===== src/logic/csu_pkg.sv =====
// Package for the configurable serial transceiver: constants, types, register map
package csu_pkg;
    // Clock and baud
    localparam int unsigned CLK_HZ = 100000000;
    localparam int unsigned BAUD_4800 = 4800;
    localparam int unsigned BAUD_9600 = 9600;
    localparam int unsigned BAUD_19200 = 19200;
    localparam int unsigned BAUD_38400 = 38400;
    localparam int unsigned BAUD_57600 = 57600;
    localparam int unsigned BAUD_115200 = 115200;
    localparam int DIV_W = 16;
    // Register byte addresses
    localparam logic [11:0] ADDR_CTRL = 12'h000;
    localparam logic [11:0] ADDR_STAT = 12'h004;
    localparam logic [11:0] ADDR_TXD = 12'h008;
    localparam logic [11:0] ADDR_RXD = 12'h00C;
    // Control field positions
    localparam int CTRL_BAUD_LSB = 0;
    localparam int CTRL_DBITS_LSB = 4;
    localparam int CTRL_PAR_LSB = 6;
    localparam int CTRL_STOP_POS = 8;
    // Reset value: 9600 baud, 8 data bits, no parity, one stop bit
    localparam logic [2:0] CTRL_BAUD_RST = 3'h1;
    localparam logic [1:0] CTRL_DBITS_RST = 2'h3;
    localparam logic [1:0] CTRL_PAR_RST = 2'h0;
    localparam logic CTRL_STOP_RST = 1'b0;
    // Status bit positions
    localparam int STAT_TXRDY = 0;
    localparam int STAT_RXVALID = 1;
    localparam int STAT_PARERR = 2;
    localparam int STAT_FRMERR = 3;
    localparam int STAT_OVERRUN = 4;
    localparam int STAT_TXBUSY = 5;

    typedef enum logic [1:0] {CSU_PAR_NONE, CSU_PAR_ODD, CSU_PAR_EVEN, CSU_PAR_RSVD} csu_parity_type;

    typedef struct packed {
        logic [2:0] baudSel;
        logic [1:0] dataBits;
        csu_parity_type parity;
        logic twoStop;
    } csu_cfg_type;

    typedef struct packed {
        logic [7:0] data;
        logic parErr;
        logic frmErr;
    } csu_rxword_type;

    function automatic logic [DIV_W-1:0] csu_divisor(input logic [2:0] sel);
        int unsigned b;
        case (sel)
            3'h0: b = BAUD_4800;
            3'h1: b = BAUD_9600;
            3'h2: b = BAUD_19200;
            3'h3: b = BAUD_38400;
            3'h4: b = BAUD_57600;
            default: b = BAUD_115200;
        endcase
        csu_divisor = DIV_W'((CLK_HZ + b / 2) / b - 1);
    endfunction
endpackage


===== src/logic/csu_uart.sv =====
// Configurable serial transceiver with APB registers and two-entry receive buffer
// What this block does
// - Transmit and receive both run at one selectable rate of 4800, 9600, 19200, 38400, 57600 or 115200 baud.
// - Characters carry five, six, seven or eight data bits, the same width in both directions.
// - Parity is none, odd or even, generated on transmit and checked on receive.
// - Each transmitted character ends with one or two stop bits as selected.
//
// Added by the designer: register access over APB and the placing of the registers.
module csu_uart
    import csu_pkg::*;
(
    input wire logic clk,
    input wire logic rst_n,
    input wire logic clkEn,
    input wire logic psel,
    input wire logic penable,
    input wire logic pwrite,
    input wire logic [11:0] paddr,
    input wire logic [31:0] pwdata,
    output logic [31:0] prdata,
    output logic pready,
    output logic pslverr,
    input wire logic rxPin,
    output logic txPin
);
    // ----------------------------------------
    // Registers and APB decode
    // ----------------------------------------
    csu_cfg_type cfg_q;
    logic [DIV_W-1:0] divisor;
    logic apbWr, apbRd, hitAny;
    logic overrun_q, overrunSet, overrunClr;
    logic rxdSeen_q;
    logic txLoad, txBusy_q;
    logic [7:0] txHold_q;
    logic bufOutValid, bufOutReady, bufInValid, bufInReady;
    csu_rxword_type bufIn, bufOut;

    assign divisor = csu_divisor(cfg_q.baudSel);
    assign apbWr = psel && penable && pwrite;
    assign apbRd = psel && penable && !pwrite;
    assign hitAny = (paddr == ADDR_CTRL) || (paddr == ADDR_STAT) || (paddr == ADDR_TXD) || (paddr == ADDR_RXD);
    assign pready = 1'b1;
    assign pslverr = psel && penable && !hitAny;

    // Line configuration; a change mid-character corrupts that character
    always_ff @(posedge clk or negedge rst_n)
    begin
        if (!rst_n)
        begin
            cfg_q <= '{CTRL_BAUD_RST, CTRL_DBITS_RST, csu_parity_type'(CTRL_PAR_RST), CTRL_STOP_RST};
        end
        else if (clkEn && apbWr && paddr == ADDR_CTRL)
        begin
            cfg_q.baudSel <= pwdata[CTRL_BAUD_LSB +: 3];
            cfg_q.dataBits <= pwdata[CTRL_DBITS_LSB +: 2];
            cfg_q.parity <= csu_parity_type'(pwdata[CTRL_PAR_LSB +: 2]);
            cfg_q.twoStop <= pwdata[CTRL_STOP_POS];
        end
    end

    // Read data is registered; reading RXD pops the buffer, but only a char that was shown
    always_ff @(posedge clk or negedge rst_n)
    begin
        if (!rst_n)
        begin
            prdata <= 32'h00000000;
            rxdSeen_q <= 1'b0;
        end
        else if (clkEn && psel && !penable && !pwrite)
        begin
            prdata <= 32'h00000000;
            rxdSeen_q <= paddr == ADDR_RXD && bufOutValid;
            case (paddr)
                ADDR_CTRL: prdata[8:0] <= {cfg_q.twoStop, cfg_q.parity, cfg_q.dataBits, 1'b0, cfg_q.baudSel};
                ADDR_STAT:
                begin
                    prdata[STAT_TXRDY] <= !txBusy_q;
                    prdata[STAT_RXVALID] <= bufOutValid;
                    prdata[STAT_PARERR] <= bufOutValid && bufOut.parErr;
                    prdata[STAT_FRMERR] <= bufOutValid && bufOut.frmErr;
                    prdata[STAT_OVERRUN] <= overrun_q;
                    prdata[STAT_TXBUSY] <= txBusy_q;
                end
                ADDR_RXD: prdata[7:0] <= bufOutValid ? bufOut.data : 8'h00;
                default: prdata <= 32'h00000000;
            endcase
        end
    end

    // Pop and clear only what the setup cycle showed; later arrivals survive
    assign bufOutReady = clkEn && apbRd && paddr == ADDR_RXD && rxdSeen_q;
    assign overrunClr = clkEn && apbRd && paddr == ADDR_STAT && prdata[STAT_OVERRUN];

    // Overrun is sticky; a new overrun wins over the clearing read
    always_ff @(posedge clk or negedge rst_n)
    begin
        if (!rst_n)
            overrun_q <= 1'b0;
        else if (clkEn)
            overrun_q <= overrunSet ? 1'b1 : (overrunClr ? 1'b0 : overrun_q);
    end

    // ----------------------------------------
    // Transmitter
    // ----------------------------------------
    typedef enum logic [2:0] {TX_IDLE, TX_START, TX_DATA, TX_PAR, TX_STOP} csu_txstate_type;
    csu_txstate_type txState_q;
    logic [DIV_W-1:0] txCnt_q;
    logic [2:0] txBit_q;
    logic txPar_q, txStop2_q;
    logic txTick;

    assign txLoad = clkEn && apbWr && paddr == ADDR_TXD && !txBusy_q;
    // A count left above a lowered divisor ends the bit at once instead of running long
    assign txTick = txCnt_q == '0 || txCnt_q > divisor;

    always_ff @(posedge clk or negedge rst_n)
    begin
        if (!rst_n)
        begin
            txState_q <= TX_IDLE;
            txCnt_q <= '0;
            txBit_q <= 3'h0;
            txPar_q <= 1'b0;
            txStop2_q <= 1'b0;
            txHold_q <= 8'h00;
            txBusy_q <= 1'b0;
            txPin <= 1'b1;
        end
        else if (clkEn)
        begin
            txCnt_q <= txTick ? divisor : txCnt_q - 1'b1;
            case (txState_q)
                TX_IDLE:
                begin
                    txPin <= 1'b1;
                    if (txLoad)
                    begin
                        txHold_q <= pwdata[7:0];
                        txPar_q <= cfg_q.parity == CSU_PAR_ODD;
                        txBusy_q <= 1'b1;
                        txCnt_q <= divisor;
                        txPin <= 1'b0;
                        txState_q <= TX_START;
                    end
                end
                TX_START:
                    if (txTick)
                    begin
                        txPin <= txHold_q[0];
                        txPar_q <= txPar_q ^ txHold_q[0];
                        txHold_q <= txHold_q >> 1;
                        txBit_q <= 3'h0;
                        txState_q <= TX_DATA;
                    end
                TX_DATA:
                    if (txTick)
                    begin
                        if (txBit_q == {1'b1, cfg_q.dataBits})
                        begin
                            txStop2_q <= cfg_q.twoStop;
                            if (cfg_q.parity == CSU_PAR_ODD || cfg_q.parity == CSU_PAR_EVEN)
                            begin
                                txPin <= txPar_q;
                                txState_q <= TX_PAR;
                            end
                            else
                            begin
                                txPin <= 1'b1;
                                txState_q <= TX_STOP;
                            end
                        end
                        else
                        begin
                            txPin <= txHold_q[0];
                            txPar_q <= txPar_q ^ txHold_q[0];
                            txHold_q <= txHold_q >> 1;
                            txBit_q <= txBit_q + 3'h1;
                        end
                    end
                TX_PAR:
                    if (txTick)
                    begin
                        txPin <= 1'b1;
                        txState_q <= TX_STOP;
                    end
                TX_STOP:
                    if (txTick)
                    begin
                        if (txStop2_q)
                            txStop2_q <= 1'b0;
                        else
                        begin
                            txBusy_q <= 1'b0;
                            txState_q <= TX_IDLE;
                        end
                    end
                default: txState_q <= TX_IDLE;
            endcase
        end
    end

    // ----------------------------------------
    // Receiver
    // ----------------------------------------
    typedef enum logic [2:0] {RX_IDLE, RX_START, RX_DATA, RX_PAR, RX_STOP} csu_rxstate_type;
    csu_rxstate_type rxState_q;
    logic rxMeta_q, rxSync_q;
    logic [DIV_W-1:0] rxCnt_q;
    logic [2:0] rxBit_q;
    logic [7:0] rxShift_q;
    logic rxPar_q, rxParErr_q, rxTick;

    // Two-flop synchroniser; only the second stage feeds logic
    always_ff @(posedge clk or negedge rst_n)
    begin
        if (!rst_n)
        begin
            rxMeta_q <= 1'b1;
            rxSync_q <= 1'b1;
        end
        else if (clkEn)
        begin
            rxMeta_q <= rxPin;
            rxSync_q <= rxMeta_q;
        end
    end

    assign rxTick = rxCnt_q == '0;
    assign bufIn.data = rxShift_q >> (2'h3 - cfg_q.dataBits); // Right-justify short characters
    assign bufIn.parErr = rxParErr_q;
    assign bufIn.frmErr = !rxSync_q;
    assign bufInValid = clkEn && rxState_q == RX_STOP && rxTick;
    assign overrunSet = bufInValid && !bufInReady;

    // Samples at mid-bit: half a period after the start edge, then whole periods
    always_ff @(posedge clk or negedge rst_n)
    begin
        if (!rst_n)
        begin
            rxState_q <= RX_IDLE;
            rxCnt_q <= '0;
            rxBit_q <= 3'h0;
            rxShift_q <= 8'h00;
            rxPar_q <= 1'b0;
            rxParErr_q <= 1'b0;
        end
        else if (clkEn)
        begin
            rxCnt_q <= rxTick ? divisor : rxCnt_q - 1'b1;
            case (rxState_q)
                RX_IDLE:
                    if (!rxSync_q)
                    begin
                        rxCnt_q <= divisor >> 1;
                        rxState_q <= RX_START;
                    end
                RX_START:
                    if (rxTick)
                    begin
                        rxState_q <= rxSync_q ? RX_IDLE : RX_DATA; // False start rejected
                        rxBit_q <= 3'h0;
                        rxParErr_q <= 1'b0;
                        rxPar_q <= cfg_q.parity == CSU_PAR_ODD;
                    end
                RX_DATA:
                    if (rxTick)
                    begin
                        rxShift_q <= {rxSync_q, rxShift_q[7:1]};
                        rxPar_q <= rxPar_q ^ rxSync_q;
                        rxBit_q <= rxBit_q + 3'h1;
                        if (rxBit_q == {1'b1, cfg_q.dataBits})
                            rxState_q <= cfg_q.parity inside {CSU_PAR_ODD, CSU_PAR_EVEN} ? RX_PAR : RX_STOP;
                    end
                RX_PAR:
                    if (rxTick)
                    begin
                        rxParErr_q <= rxSync_q != rxPar_q;
                        rxState_q <= RX_STOP;
                    end
                RX_STOP:
                    if (rxTick)
                        rxState_q <= RX_IDLE; // One stop bit checked; a second is idle line
                default: rxState_q <= RX_IDLE;
            endcase
        end
    end

    // ----------------------------------------
    // Two-entry receive buffer
    // ----------------------------------------
    csu_rxword_type mem_q [2];
    logic [1:0] cnt_q;
    logic rdPtr_q, wrPtr_q, push, pop;

    assign bufInReady = cnt_q != 2'h2;
    assign bufOutValid = cnt_q != 2'h0;
    assign bufOut = mem_q[rdPtr_q];
    assign push = bufInValid && bufInReady;
    assign pop = bufOutReady && bufOutValid;

    // Full buffer drops the new character and flags overrun
    always_ff @(posedge clk or negedge rst_n)
    begin
        if (!rst_n)
        begin
            cnt_q <= 2'h0;
            rdPtr_q <= 1'b0;
            wrPtr_q <= 1'b0;
            mem_q[0] <= '0;
            mem_q[1] <= '0;
        end
        else if (clkEn)
        begin
            if (push)
            begin
                mem_q[wrPtr_q] <= bufIn;
                wrPtr_q <= !wrPtr_q;
            end
            if (pop)
                rdPtr_q <= !rdPtr_q;
            cnt_q <= cnt_q + 2'(push) - 2'(pop);
        end
    end

    // ----------------------------------------
    // Checks
    // ----------------------------------------
    chk_tx_idle_high: assert property (@(posedge clk) disable iff (!rst_n)
        txState_q == TX_IDLE |-> txPin) else $error("tx line not high while idle");
    chk_tx_start_low: assert property (@(posedge clk) disable iff (!rst_n)
        txState_q == TX_START |-> !txPin) else $error("start bit not low");
    chk_tx_stop_high: assert property (@(posedge clk) disable iff (!rst_n)
        txState_q == TX_STOP |-> txPin) else $error("stop bit not high");
    chk_baud_period: assert property (@(posedge clk) disable iff (!rst_n)
        txCnt_q <= divisor || $changed(cfg_q)) else $error("bit counter beyond divisor");
    chk_par_skip: assert property (@(posedge clk) disable iff (!rst_n)
        txState_q == TX_DATA && txTick && txBit_q == {1'b1, cfg_q.dataBits} && cfg_q.parity == CSU_PAR_NONE
        |=> txState_q == TX_STOP) else $error("parity sent with none");
    chk_data_width: assert property (@(posedge clk) disable iff (!rst_n)
        rxState_q == RX_DATA |-> rxBit_q <= {1'b1, cfg_q.dataBits}) else $error("rx bit index past width");
    chk_buf_count: assert property (@(posedge clk) disable iff (!rst_n)
        cnt_q <= 2'h2) else $error("buffer count past depth");
    chk_tx_busy_load: assert property (@(posedge clk) disable iff (!rst_n)
        txLoad |=> txBusy_q && !txPin) else $error("load did not start frame");
endmodule


===== config.mk =====
export PLATFORM = sky130hd
export DESIGN_NAME = csu_uart
export DESIGN_NICKNAME = d
export VERILOG_FILES = /design/src/logic/csu_pkg.sv /design/src/logic/csu_uart.sv
export SDC_FILE = /design/constraint.sdc
export NUM_CORES = 1
export LEC_CHECK = 0
export ABC_CLOCK_PERIOD_IN_PS = 73600
export BUFFER_PORTS_ARGS = -buffer_cell sky130_fd_sc_hd__buf_2
export CAP_MARGIN = 20
export CORE_ASPECT_RATIO = 0.8
export CORE_MARGIN = 2
export CORE_UTILIZATION = 60
export DETAILED_ROUTE_END_ITERATION = 7
export PLACE_DENSITY = 0.78
export SLEW_MARGIN = 25
export SYNTH_ARGS = -nofsm -noshare
export SYNTH_HDL_FRONTEND = slang
export SYNTH_SLANG_ARGS = --single-unit

===== constraint.sdc =====
create_clock -name clk -period 73.6 [get_ports clk]
set_clock_uncertainty 0.15 [all_clocks]
set_input_delay 3.68 -clock clk [delete_from_list [all_inputs] [get_ports clk]]
set_output_delay 3.68 -clock clk [all_outputs]
set_load 0.01 [all_outputs]

# [After elaboration in Yosys (flattened, before gate mapping)]
# Index checks and enable logic that the tools add are counted.
[op_classes] n_addsub=9 n_mul=0 div_mod_pow=1 magnitude_cmp=4 n_eq_ne=35 shifts=1 mux=74 n_bitwise=4 reduce_logical=67
[ops] cell="$mux W16" n=6
[ops] cell="$pmux W17 S5" n=1
[ops] cell="$mux W3" n=19
[ops] cell="$sub A16 B1 Y16 const B" n=3
[ops] cell="$mux W10" n=4
[ops] cell="$mux W8" n=5
[ops] cell="$add A27 B31 Y32 const A" n=1
[ops] cell="$div A32 B32 Y32" n=1
[ops] cell="$logic_not A16 Y1" n=2
[ops] cell="$ne A2 B2 Y1 const B" n=15
[ops] cell="$pmux W3 S5" n=2
[ops] cell="$logic_and A1 B1 Y1" n=25
[ops] cell="$eq A12 B4 Y1 const B" n=2
[ops] cell="$pmux W8 S3" n=1
[ops] cell="$mux W1" n=23
[ops] cell="$bwmux W20" n=1
[ops] cell="$reduce_and A5 Y1" n=4
[ops] cell="$eq A3 B2 Y1 const B" n=6
[ops] cell="$pmux W6 S3" n=1
[ops] cell="$gt A16 B16 Y1" n=1
[ops] cell="$reduce_bool A2 Y1" n=8
[ops] cell="$eq A12 B3 Y1 const B" n=1
[ops] cell="$logic_not A12 Y1" n=1
[ops] cell="$pmux W3 S2" n=2
[ops] cell="other kinds (32)" n=60
[word_totals] reg_bits=111 latchBits=0 mem_bits_rw=0 romBits=0 inputBits=51 output_inout_bits=35 elab_cells=227 mem_count=0

# [Longest topological paths before layout]
# Gate-level depths: netlist (run 1).
[depth] ltp_word=10 depth_mapped=243 depth_no_buf=221

# [Worst setup path after synthesis (run 1)]
# OpenSTA, ideal clock, no wires.
[synth_timing] kind="register -> register" startpoint="register cfg_q[6] (netlist bit)" endpoint="register txCnt_q[1]" setup_time_ps=83 arrival_time_ps=34519 required_ps=73367 path_slack_ps=38849 path_stages_with_launch=201 path_buffers=23 period_less_slack_ps=34751 cell_sequence="dfrtp_1 buf_2 buf_1 nand2b_1 clkbuf_1 buf_1 ha_1 and2_1 clkbuf_1 ha_1 a21o_1 a221oi_2 o21ba_2 o21ai_0 a211o_1 clkbuf_1 inv_1 nor2_1 (+165 left out) nand2b_1 a21oi_1 nor2b_1 o21ai_0 nand2b_1 a21oi_1 o31ai_1 a21o_1 a21oi_1 a21oi_1 a31oi_1 inv_1 a31oi_1 clkbuf_1 nor2_1 a21oi_1 nand2_1 o21ai_0"
[synth_between] elab_chain_len=10 word_cells_on_any_way=14 classes_between="add/sub (2); div (1); order compare (1); eq/ne (4); mux (4); reduce/logical (2)"
[synth_rtl] item="from (decl)" line="csu_uart.sv:29" rtl="csu_cfg_type cfg_q;"
[synth_rtl] item="from (signal assigned)" line="csu_uart.sv:51" rtl="cfg_q <= '{CTRL_BAUD_RST, CTRL_DBITS_RST, csu_parity_type'(CTRL_PAR_RST), CTRL_STOP_RST};"
[synth_rtl] item="$eq A3 B3 Y1, or another cell as far along" line="csu_pkg.sv:52" rtl="case (sel)"
[synth_rtl] item="$pmux W17 S5 (*)" line="csu_pkg.sv:52"
[synth_rtl] item="$add A27 B31 Y32" line="csu_pkg.sv:60" rtl="csu_divisor = DIV_W'((CLK_HZ + b / 2) / b - 1);"
[synth_rtl] item="$div A32 B32 Y32 (*)" line="csu_pkg.sv:60"
[synth_rtl] item="$sub A16 B1 Y16 (*)" line="csu_pkg.sv:60"
[synth_rtl] item="$gt A16 B16 Y1" line="csu_uart.sv:116" rtl="assign txTick = txCnt_q == '0 || txCnt_q > divisor;"
[synth_rtl] item="$logic_or A1 B1 Y1" line="csu_uart.sv:116"
[synth_rtl] item="$mux W16" line="csu_uart.sv:133" rtl="txCnt_q <= txTick ? divisor : txCnt_q - 1'b1;"
[synth_rtl] item="$mux W16" line="csu_uart.sv:138" rtl="if (txLoad)"
[synth_rtl] item="$mux W16 (*)" line="csu_uart.sv:134" rtl="case (txState_q)"
[synth_rtl] item="to (signal assigned)" line="csu_uart.sv:133"
[synth_rtl] item="to (signal assigned)" line="csu_uart.sv:143" rtl="txCnt_q <= divisor;"
[synth_rtl] item="to (decl)" line="csu_uart.sv:109" rtl="logic [DIV_W-1:0] txCnt_q;"
# Every way passes the cells marked *; elsewhere a longest branch is shown, timed or not.
# A chain may end at the register's enable or synchronous reset.

# [Worst setup path after layout (run 1)]
[layout_timing] startpoint="register cfg_q[6] (netlist bit)" endpoint="register txCnt_q[13]"
# Same word-level chain as after synthesis.

==> flow_summary_export.csv, run 1 <==
group,metric,value,unit
status,outcome,"completed",
routing,initialDrtViolationCount,2407,
routing,via_per_inst,6.81,
synthesis,syn-cell-area,19900,sq um
layout,final_cell_mix,"nand2_1 (227), nor2_1 (218), a21oi_1 (211)",
routing,detail-route-antenna-nets,0,
layout,area_growth,3.79,%
synthesis,synth.yosys.seq_area_share,0.140,
critical_path,cp.depth,184,
critical_path,regToRegEndpoint,"txCnt_q[13]",
layout,nets,2860,
critical_path,crit_top_cell,"a21oi_1",
critical_path,path_delay_family,"compound AO/OA/AOI/OAI gates",
placement,dpl.hpwl,46.3,mm
critical_path,path_max_fanout,23,
global_routing,antenna_found_initial,0,
synthesis,synthArstFlopShare,1.00,
synthesis,yosysTopAreaCell,"dfrtp_1",
synthesis,synth.top_cell.area_share,0.132,
critical_path,crit_end,"txCnt_q[13]",
clock_tree,clkTransAtPathRegs,80,ps
worst_hold_path,hp-class,"reg -> reg",
routing,vias,20700,
critical_path,setup.worst_path.start_class,"flip-flop",
clock_tree,cts_setup_buffers,0,
floorplanning,row_count,59,
synthesis,synth_cell_type_count,138,
floorplanning,die_y,167,um
routing,wl_per_cell,20.1,um
synthesis,synth_warnings,0,
layout,fill_cells,2966,
critical_path,r2r_start,"cfg_q[6]",
timing,slew_viol_final,0,
timing,tightest_slew,967,ps
floorplanning,ios,86,
critical_path,required,73740,ps
synthesis,netlist_instances,2634,
layout,drive_gt1_frac,0.102,
critical_path,ff2ff_path_depth,184,
run,max_cap_violations,0,
timing,max_freq,23.4,MHz
critical_path,r2r_slack,30940,ps
critical_path,cp.arrival,42790,ps
synthesis,synth_flop_cell,"dfrtp_1",
timing,tns,0,ps
clock_tree,clkLatencyLatePin,360,ps
synthesis,synthTopCellsByArea,"dfrtp_1 (13%), ha_1 (12%), a21oi_1 (5.4%)",
clock_tree,clock-sinks,111,
floorplanning,coreArea,32600,sq um
synthesis,synth-edff-count,0,
layout,final_common_cell,"nand2_1",
clock_tree,cts_buffer_depth,2,
clock_tree,holdBufCountCts,0,
clock_tree,htreeDepth,3,
floorplanning,initial_core_util,0.610,
critical_path,cp_slowest_stage_delay,570,ps
critical_path,crit_path_start,"cfg_q[6]",
critical_path,critPathSlowestCell,"nand3_1",
global_routing,grt_pass1_wl,98.1,mm
routing,firstDrtPassIters,6,
timing,finalSetupViolCount,0,
timing,layout_min_cycle_time,42660,ps
timing,final.period_utilization,0.580,
layout,antennaDiodeCount,0,
clock_tree,cts_made_buffers,9,
global_routing,track_usage,0.339,
placement,place.gp.congestion,0.935,
global_routing,grt_pass1_vias,19000,
timing,hold_viol,0,
floorplanning,chipWidth,208,um
timing,relSlewSlack,0.354,
clock_tree,cts_resized,0,
global_routing,overflow,0,
timing,rsz0062_at_grt,"false",
routing,post-route-drc-count,0,
critical_path,worstSetupPathType,"reg -> reg",
critical_path,worstSetupEndpointType,"flip-flop",
routing,wl,61.3,mm
floorplanning,floorplan.die_area,34700,sq um
global_routing,grt_max_degree,80,
synthesis,synth-seq-cells,111,
placement,portBuffers,38,
critical_path,crit_buf_inv,18,
synthesis,avgSynthCellArea,7.56,sq um
clock_tree,tritoncts,"yes",
clock_tree,root_buffer,"clkbuf_16",
-- logic make-up after synthesis --
| group | Yosys count | share of synthesized area |
|---|---|---|
| adder cells (fa/ha/maj) | 196 | 0.123 |
| multiplexers | 124 | 0.0708 |
| AND/OR/NAND/NOR | 913 | 0.237 |
| XOR/XNOR | 142 | 0.0629 |
| AO/OA/AOI/OAI | 912 | 0.314 |
| other | 2 | 0.000377 |
| buffers and inverters | 234 | 0.0526 |
| flip-flops | 111 | 0.140 |
-- synthesized netlist by cell type, drive strengths merged, types with 26 or more instances --
cell type / count
and2: 37
nand2: 231
inv: 97
dfrtp: 105
o31ai: 31
nand2b: 43
mux2i: 59
nor3: 80
buf: 54
and3: 26
o21a: 36
a211oi: 35
a21oi: 216
nand3: 64
mux2: 62
clkbuf: 79
a21o: 84
xor2: 52
nor2b: 33
or3: 30
a31oi: 40
o211ai: 27
nand4: 30
xnor2: 90
nor2: 219
nor4: 32
o21ai: 219
ha: 195
-- how the worst min path moves through the flow --
stage                startpoint          end  slack (ps)  cells past startpoint
floorplan            txBit_q[2]   txBit_q[2]         290                      1
global placement      prdata[7]    prdata[7]         310                      2
detailed placement   txBit_q[2]   txBit_q[2]         320                      1
CTS                  txBit_q[2]   txBit_q[2]         340                      1
global route        txHold_q[2]  txHold_q[2]         360                      2
finish                prdata[6]    prdata[6]         330                      2
-- per-stage QoR --
step	utilization	hold slack, ps	area (sq um)	setup slack [ps]	std cells
after floorplan	-	292	20000	38850	2669
after global placement	0.624	309	20400	32760	3030
after detailed placement	0.624	319	20400	32160	3030
after CTS	0.633	336	20700	31970	3046
after global routing	0.633	356	20700	28110	3046
final	0.633	333	20700	30940	3046
-- cell type report --
type	count	area, sq um	area share
multi-input combinational	2324	16200	0.786
clock buffer	11	243	0.0117
clock inverter	5	47.5	0.00230
sequential	111	2790	0.135
tap	427	534	0.0259
timing repair buffer	67	414	0.0200
inverter	101	395	0.0191
-- layer usage --
metal / GRT usage / wire length, um / vias up
li1: - / - / 9859
met1: 0.502 / 27900 / 9784
met2: 0.524 / 26000 / 1008
met3: 0.0434 / 6330 / 84
met4: 0.0762 / 1110 / 0
met5: 0 / 0 / -
-- worst min-delay path, cell delays in order (launching register included) --
cell,delay (ps)
dfrtp_1,350
nand2_1,50
o21ai_0,60
-- sequential cells by signal, indices dropped and copies added (netlist names), 2 cells and up --
signal     flops
cfg_q          8
cnt_q          2
mem_q         20
prdata         9
rxBit_q        3
rxCnt_q       16
rxShift_q      8
rxState_q      3
txBit_q        3
txCnt_q       16
txHold_q       8
txState_q      3
Power of run 1 is not shown: default switching activity piles up to over one toggle a cycle in this logic, so the estimate is an artifact.
==> run 2, diff against run 1 <==
Settings changed: ABC_AREA set to 1, ABC_CLOCK_PERIOD_IN_PS 73600 to 36000, CORE_UTILIZATION 60 to 59, PLACE_DENSITY 0.78 to 0.8.
Clock period 73.6 ns to 36 ns, I/O delays scaled along.
==> flow_summary_export.csv, run 2 <==
group,metric,value,unit
status,outcome,"complete, but fails checks",
status,failed_checks,"DRC",
critical_path,r2r_start,"cfg_q[6]",
layout,final_util,0.619,
global_routing,grt_pass1_vias,20000,
layout,register_area,2790,sq um
pwr,powerDensity,43.6,nW/um^2
floorplanning,floorplan.die_area,35600,sq um
global_routing,grt_pass1_wl,102,mm
layout,regMostFlops,"mem_q",
pwr,power_frac_seq,0.199,
worst_hold_path,worstHoldStart,"txPin",
timing,max_freq,30.0,MHz
routing,vias,22300,
synthesis,synth_warnings,0,
critical_path,worstSetupPathType,"reg -> reg",
timing,slew_viol_final,0,
synthesis,synth_flop_cell,"dfrtp_1",
clock_tree,cts_buffer_depth,2,
placement,portBuffers,38,
clock_tree,clkLatencyLatePin,370,ps
pwr,p_int,0.415,mW
critical_path,crit_top_cell,"nand2_1",
pwr,p_sw,0.494,mW
clock_tree,root_buffer,"clkbuf_16",
synthesis,avgSynthCellArea,6.08,sq um
timing,rsz0062_at_grt,"false",
critical_path,worstSetupEndpointType,"flip-flop",
critical_path,cp_slowest_stage_delay,620,ps
synthesis,synth-edff-count,0,
layout,largest_reg_flops,20,
synthesis,synth.top_cell.area_share,0.164,
routing,firstDrtPassIters,8,
synthesis,netlist_instances,3312,
global_routing,overflow,0,
routing,post-route-drc-count,11,
floorplanning,row_count,60,
pwr,swShare,0.543,
timing,tightest_slew,1010,ps
clock_tree,clock-sinks,111,
placement,place.gp.congestion,0.958,
timing,finalSetupViolCount,0,
layout,nets,3566,
routing,wl_per_cell,16.9,um
layout,fill_cells,3275,
critical_path,regToRegEndpoint,"txCnt_q[11]",
layout,multi_input_area,15000,sq um
routing,wl,63.4,mm
pwr,clock_power_share,0.123,
critical_path,required,36080,ps
synthesis,synth-seq-cells,111,
timing,relSlewSlack,0.324,
timing,layout_min_cycle_time,33330,ps
layout,final_cell_mix,"nand2_1 (882), inv_1 (433), nor2_1 (283)",
critical_path,ff2ff_path_depth,189,
critical_path,path_max_fanout,26,
routing,via_per_inst,5.94,
pwr,p_leak,11.4,nW
global_routing,grt_max_degree,71,
synthesis,yosysMostFrequentCell,"nand2_1",
layout,area_growth,3.42,%
worst_hold_path,hold_depth,2,
clock_tree,holdBufCountCts,0,
floorplanning,chipWidth,211,um
clock_tree,htreeDepth,3,
routing,initialDrtViolationCount,2515,
global_routing,track_usage,0.351,
clock_tree,clkTransAtPathRegs,80,ps
critical_path,critPathSlowestCell,"dfrtp_2",
floorplanning,die_y,169,um
worst_hold_path,min_to,"txPin",
layout,drive_gt1_frac,0.0884,
global_routing,antenna_found_initial,0,
worst_hold_path,hp-class,"reg -> reg",
critical_path,setup.worst_path.start_class,"flip-flop",
timing,hold_viol,0,
synthesis,synthTopCellsByArea,"nand2_1 (16%), dfrtp_1 (13%), ha_1 (12%)",
timing,tns,0,ps
routing,detail-route-antenna-nets,0,
clock_tree,tritoncts,"yes",
pwr,peakVddDrop,0.0378,mV
critical_path,r2r_slack,2670,ps
synthesis,synth_cell_type_count,77,
synthesis,synthArstFlopShare,1.00,
floorplanning,initial_core_util,0.599,
layout,largestRegisters,"mem_q: 20 flops, rxCnt_q: 16 flops, txCnt_q: 16 flops",
floorplanning,ios,86,
synthesis,synth.yosys.seq_area_share,0.138,
clock_tree,cts_made_buffers,9,
synthesis,syn-cell-area,20100,sq um
critical_path,cp.arrival,33410,ps
placement,dpl.hpwl,49.2,mm
synthesis,yosysTopAreaCell,"nand2_1",
synthesis,synthTopCellsByCount,"nand2_1 (882), inv_1 (434), nor2_1 (284)",
floorplanning,coreArea,33600,sq um
timing,final.period_utilization,0.926,
pwr,power_frac_comb,0.678,
layout,final_common_cell,"nand2_1",
run,max_cap_violations,0,
==> run 2: cell count changes after synthesis, sizes merged, moves of 55 or more <==
cell and change:
a21o -74, a21oi -59, inv +360, mux2 -61, mux2i -55, nand2 +721, nand3 +206, nand4 +61
nor2 +99
==> run 2: through the flow <==
step / cell area [sq um] / power [mW] / instances / setup slack (ps) / hold WS, ps
after floorplan: 20300 / 0.648 / 3347 / 8940 / 292
after global placement: 20500 / 0.763 / 3741 / 3300 / 304
after detailed placement: 20500 / 0.778 / 3741 / 2560 / 311
after CTS: 20800 / 0.892 / 3757 / 2430 / 341
after global routing: 20800 / 0.993 / 3759 / 2.31 / 357
final: 20800 / 0.909 / 3760 / 2670 / 339
==> run 2: metal layers <==
layer | vias to the layer above | track usage | routed length [um]
li1 | 10900 | - | -
met1 | 10300 | 0.532 | 29400
met3 | 86 | 0.0611 | 6940
met5 | - | 0 | 0
met4 | 0 | 0.0548 | 745
met2 | 1069 | 0.524 | 26300
==> run 2: how the worst max path moves through the flow <==
stage | cells after the start | slack [ps] | from | endpoint
2_1_floorplan | 213 | 8940 | cfg_q[7] | txHold_q[0]
3_3_place_gp | 186 | 3300 | cfg_q[6] | txCnt_q[11]
3_5_place_dp | 189 | 2560 | cfg_q[6] | txCnt_q[11]
4_1_cts | 189 | 2430 | cfg_q[6] | txCnt_q[11]
5_1_grt | 191 | 2 | cfg_q[6] | txCnt_q[11]
6_report | 189 | 2670 | cfg_q[6] | txCnt_q[11]
==> run 2: final cells by class <==
class	instances	share of cell area
clock buffer	10	0.0110
antenna	1	0.000120
timing repair buffer	65	0.0190
tap	434	0.0261
inverter	467	0.0850
clock inverter	6	0.00439
sequential	111	0.134
multi-input combinational	2666	0.721
==> run 2: timing repair <==
item                                    in CTS  in global routing
resized for setup                            0                  6
setup buffers                                0                  2
endpoints found under the setup margin       0                 34
==> run 2: critical path: cells and delay by family (launching register included) <==
kind	cells	cell delay (ps)
AO/OA/AOI/OAI	42	8610
XOR/XNOR	1	350
adder cells (fa/ha/maj)	16	5460
buffers and inverters	35	5200
flip-flops	1	620
AND/OR/NAND/NOR	95	12670
==> run 2: cell families (layout without fill, tap and decap cells) <==
family | count (synthesis) | in the layout | synth area share
compound gates | 548 | 548 | 0.158
xor+xnor | 139 | 139 | 0.0612
fa+ha+maj | 195 | 195 | 0.121
buf+inv | 570 | 548 | 0.124
flops | 111 | 111 | 0.138
mux | 5 | 5 | 0.00255
other cells | 2 | 38 | 0.000373
simple gates | 1742 | 1742 | 0.394
==> run 2: power by group through the flow <==
stage | Sequential (mW) | Combinational, mW | Clock (mW)
floorplan | 0.175 | 0.473 | 0
global placement | 0.180 | 0.583 | 0
detailed placement | 0.182 | 0.596 | 0
CTS | 0.180 | 0.601 | 0.112
global route | 0.184 | 0.692 | 0.117
finish | 0.181 | 0.616 | 0.112
Note: power is estimated with default switching activity, not from simulation.
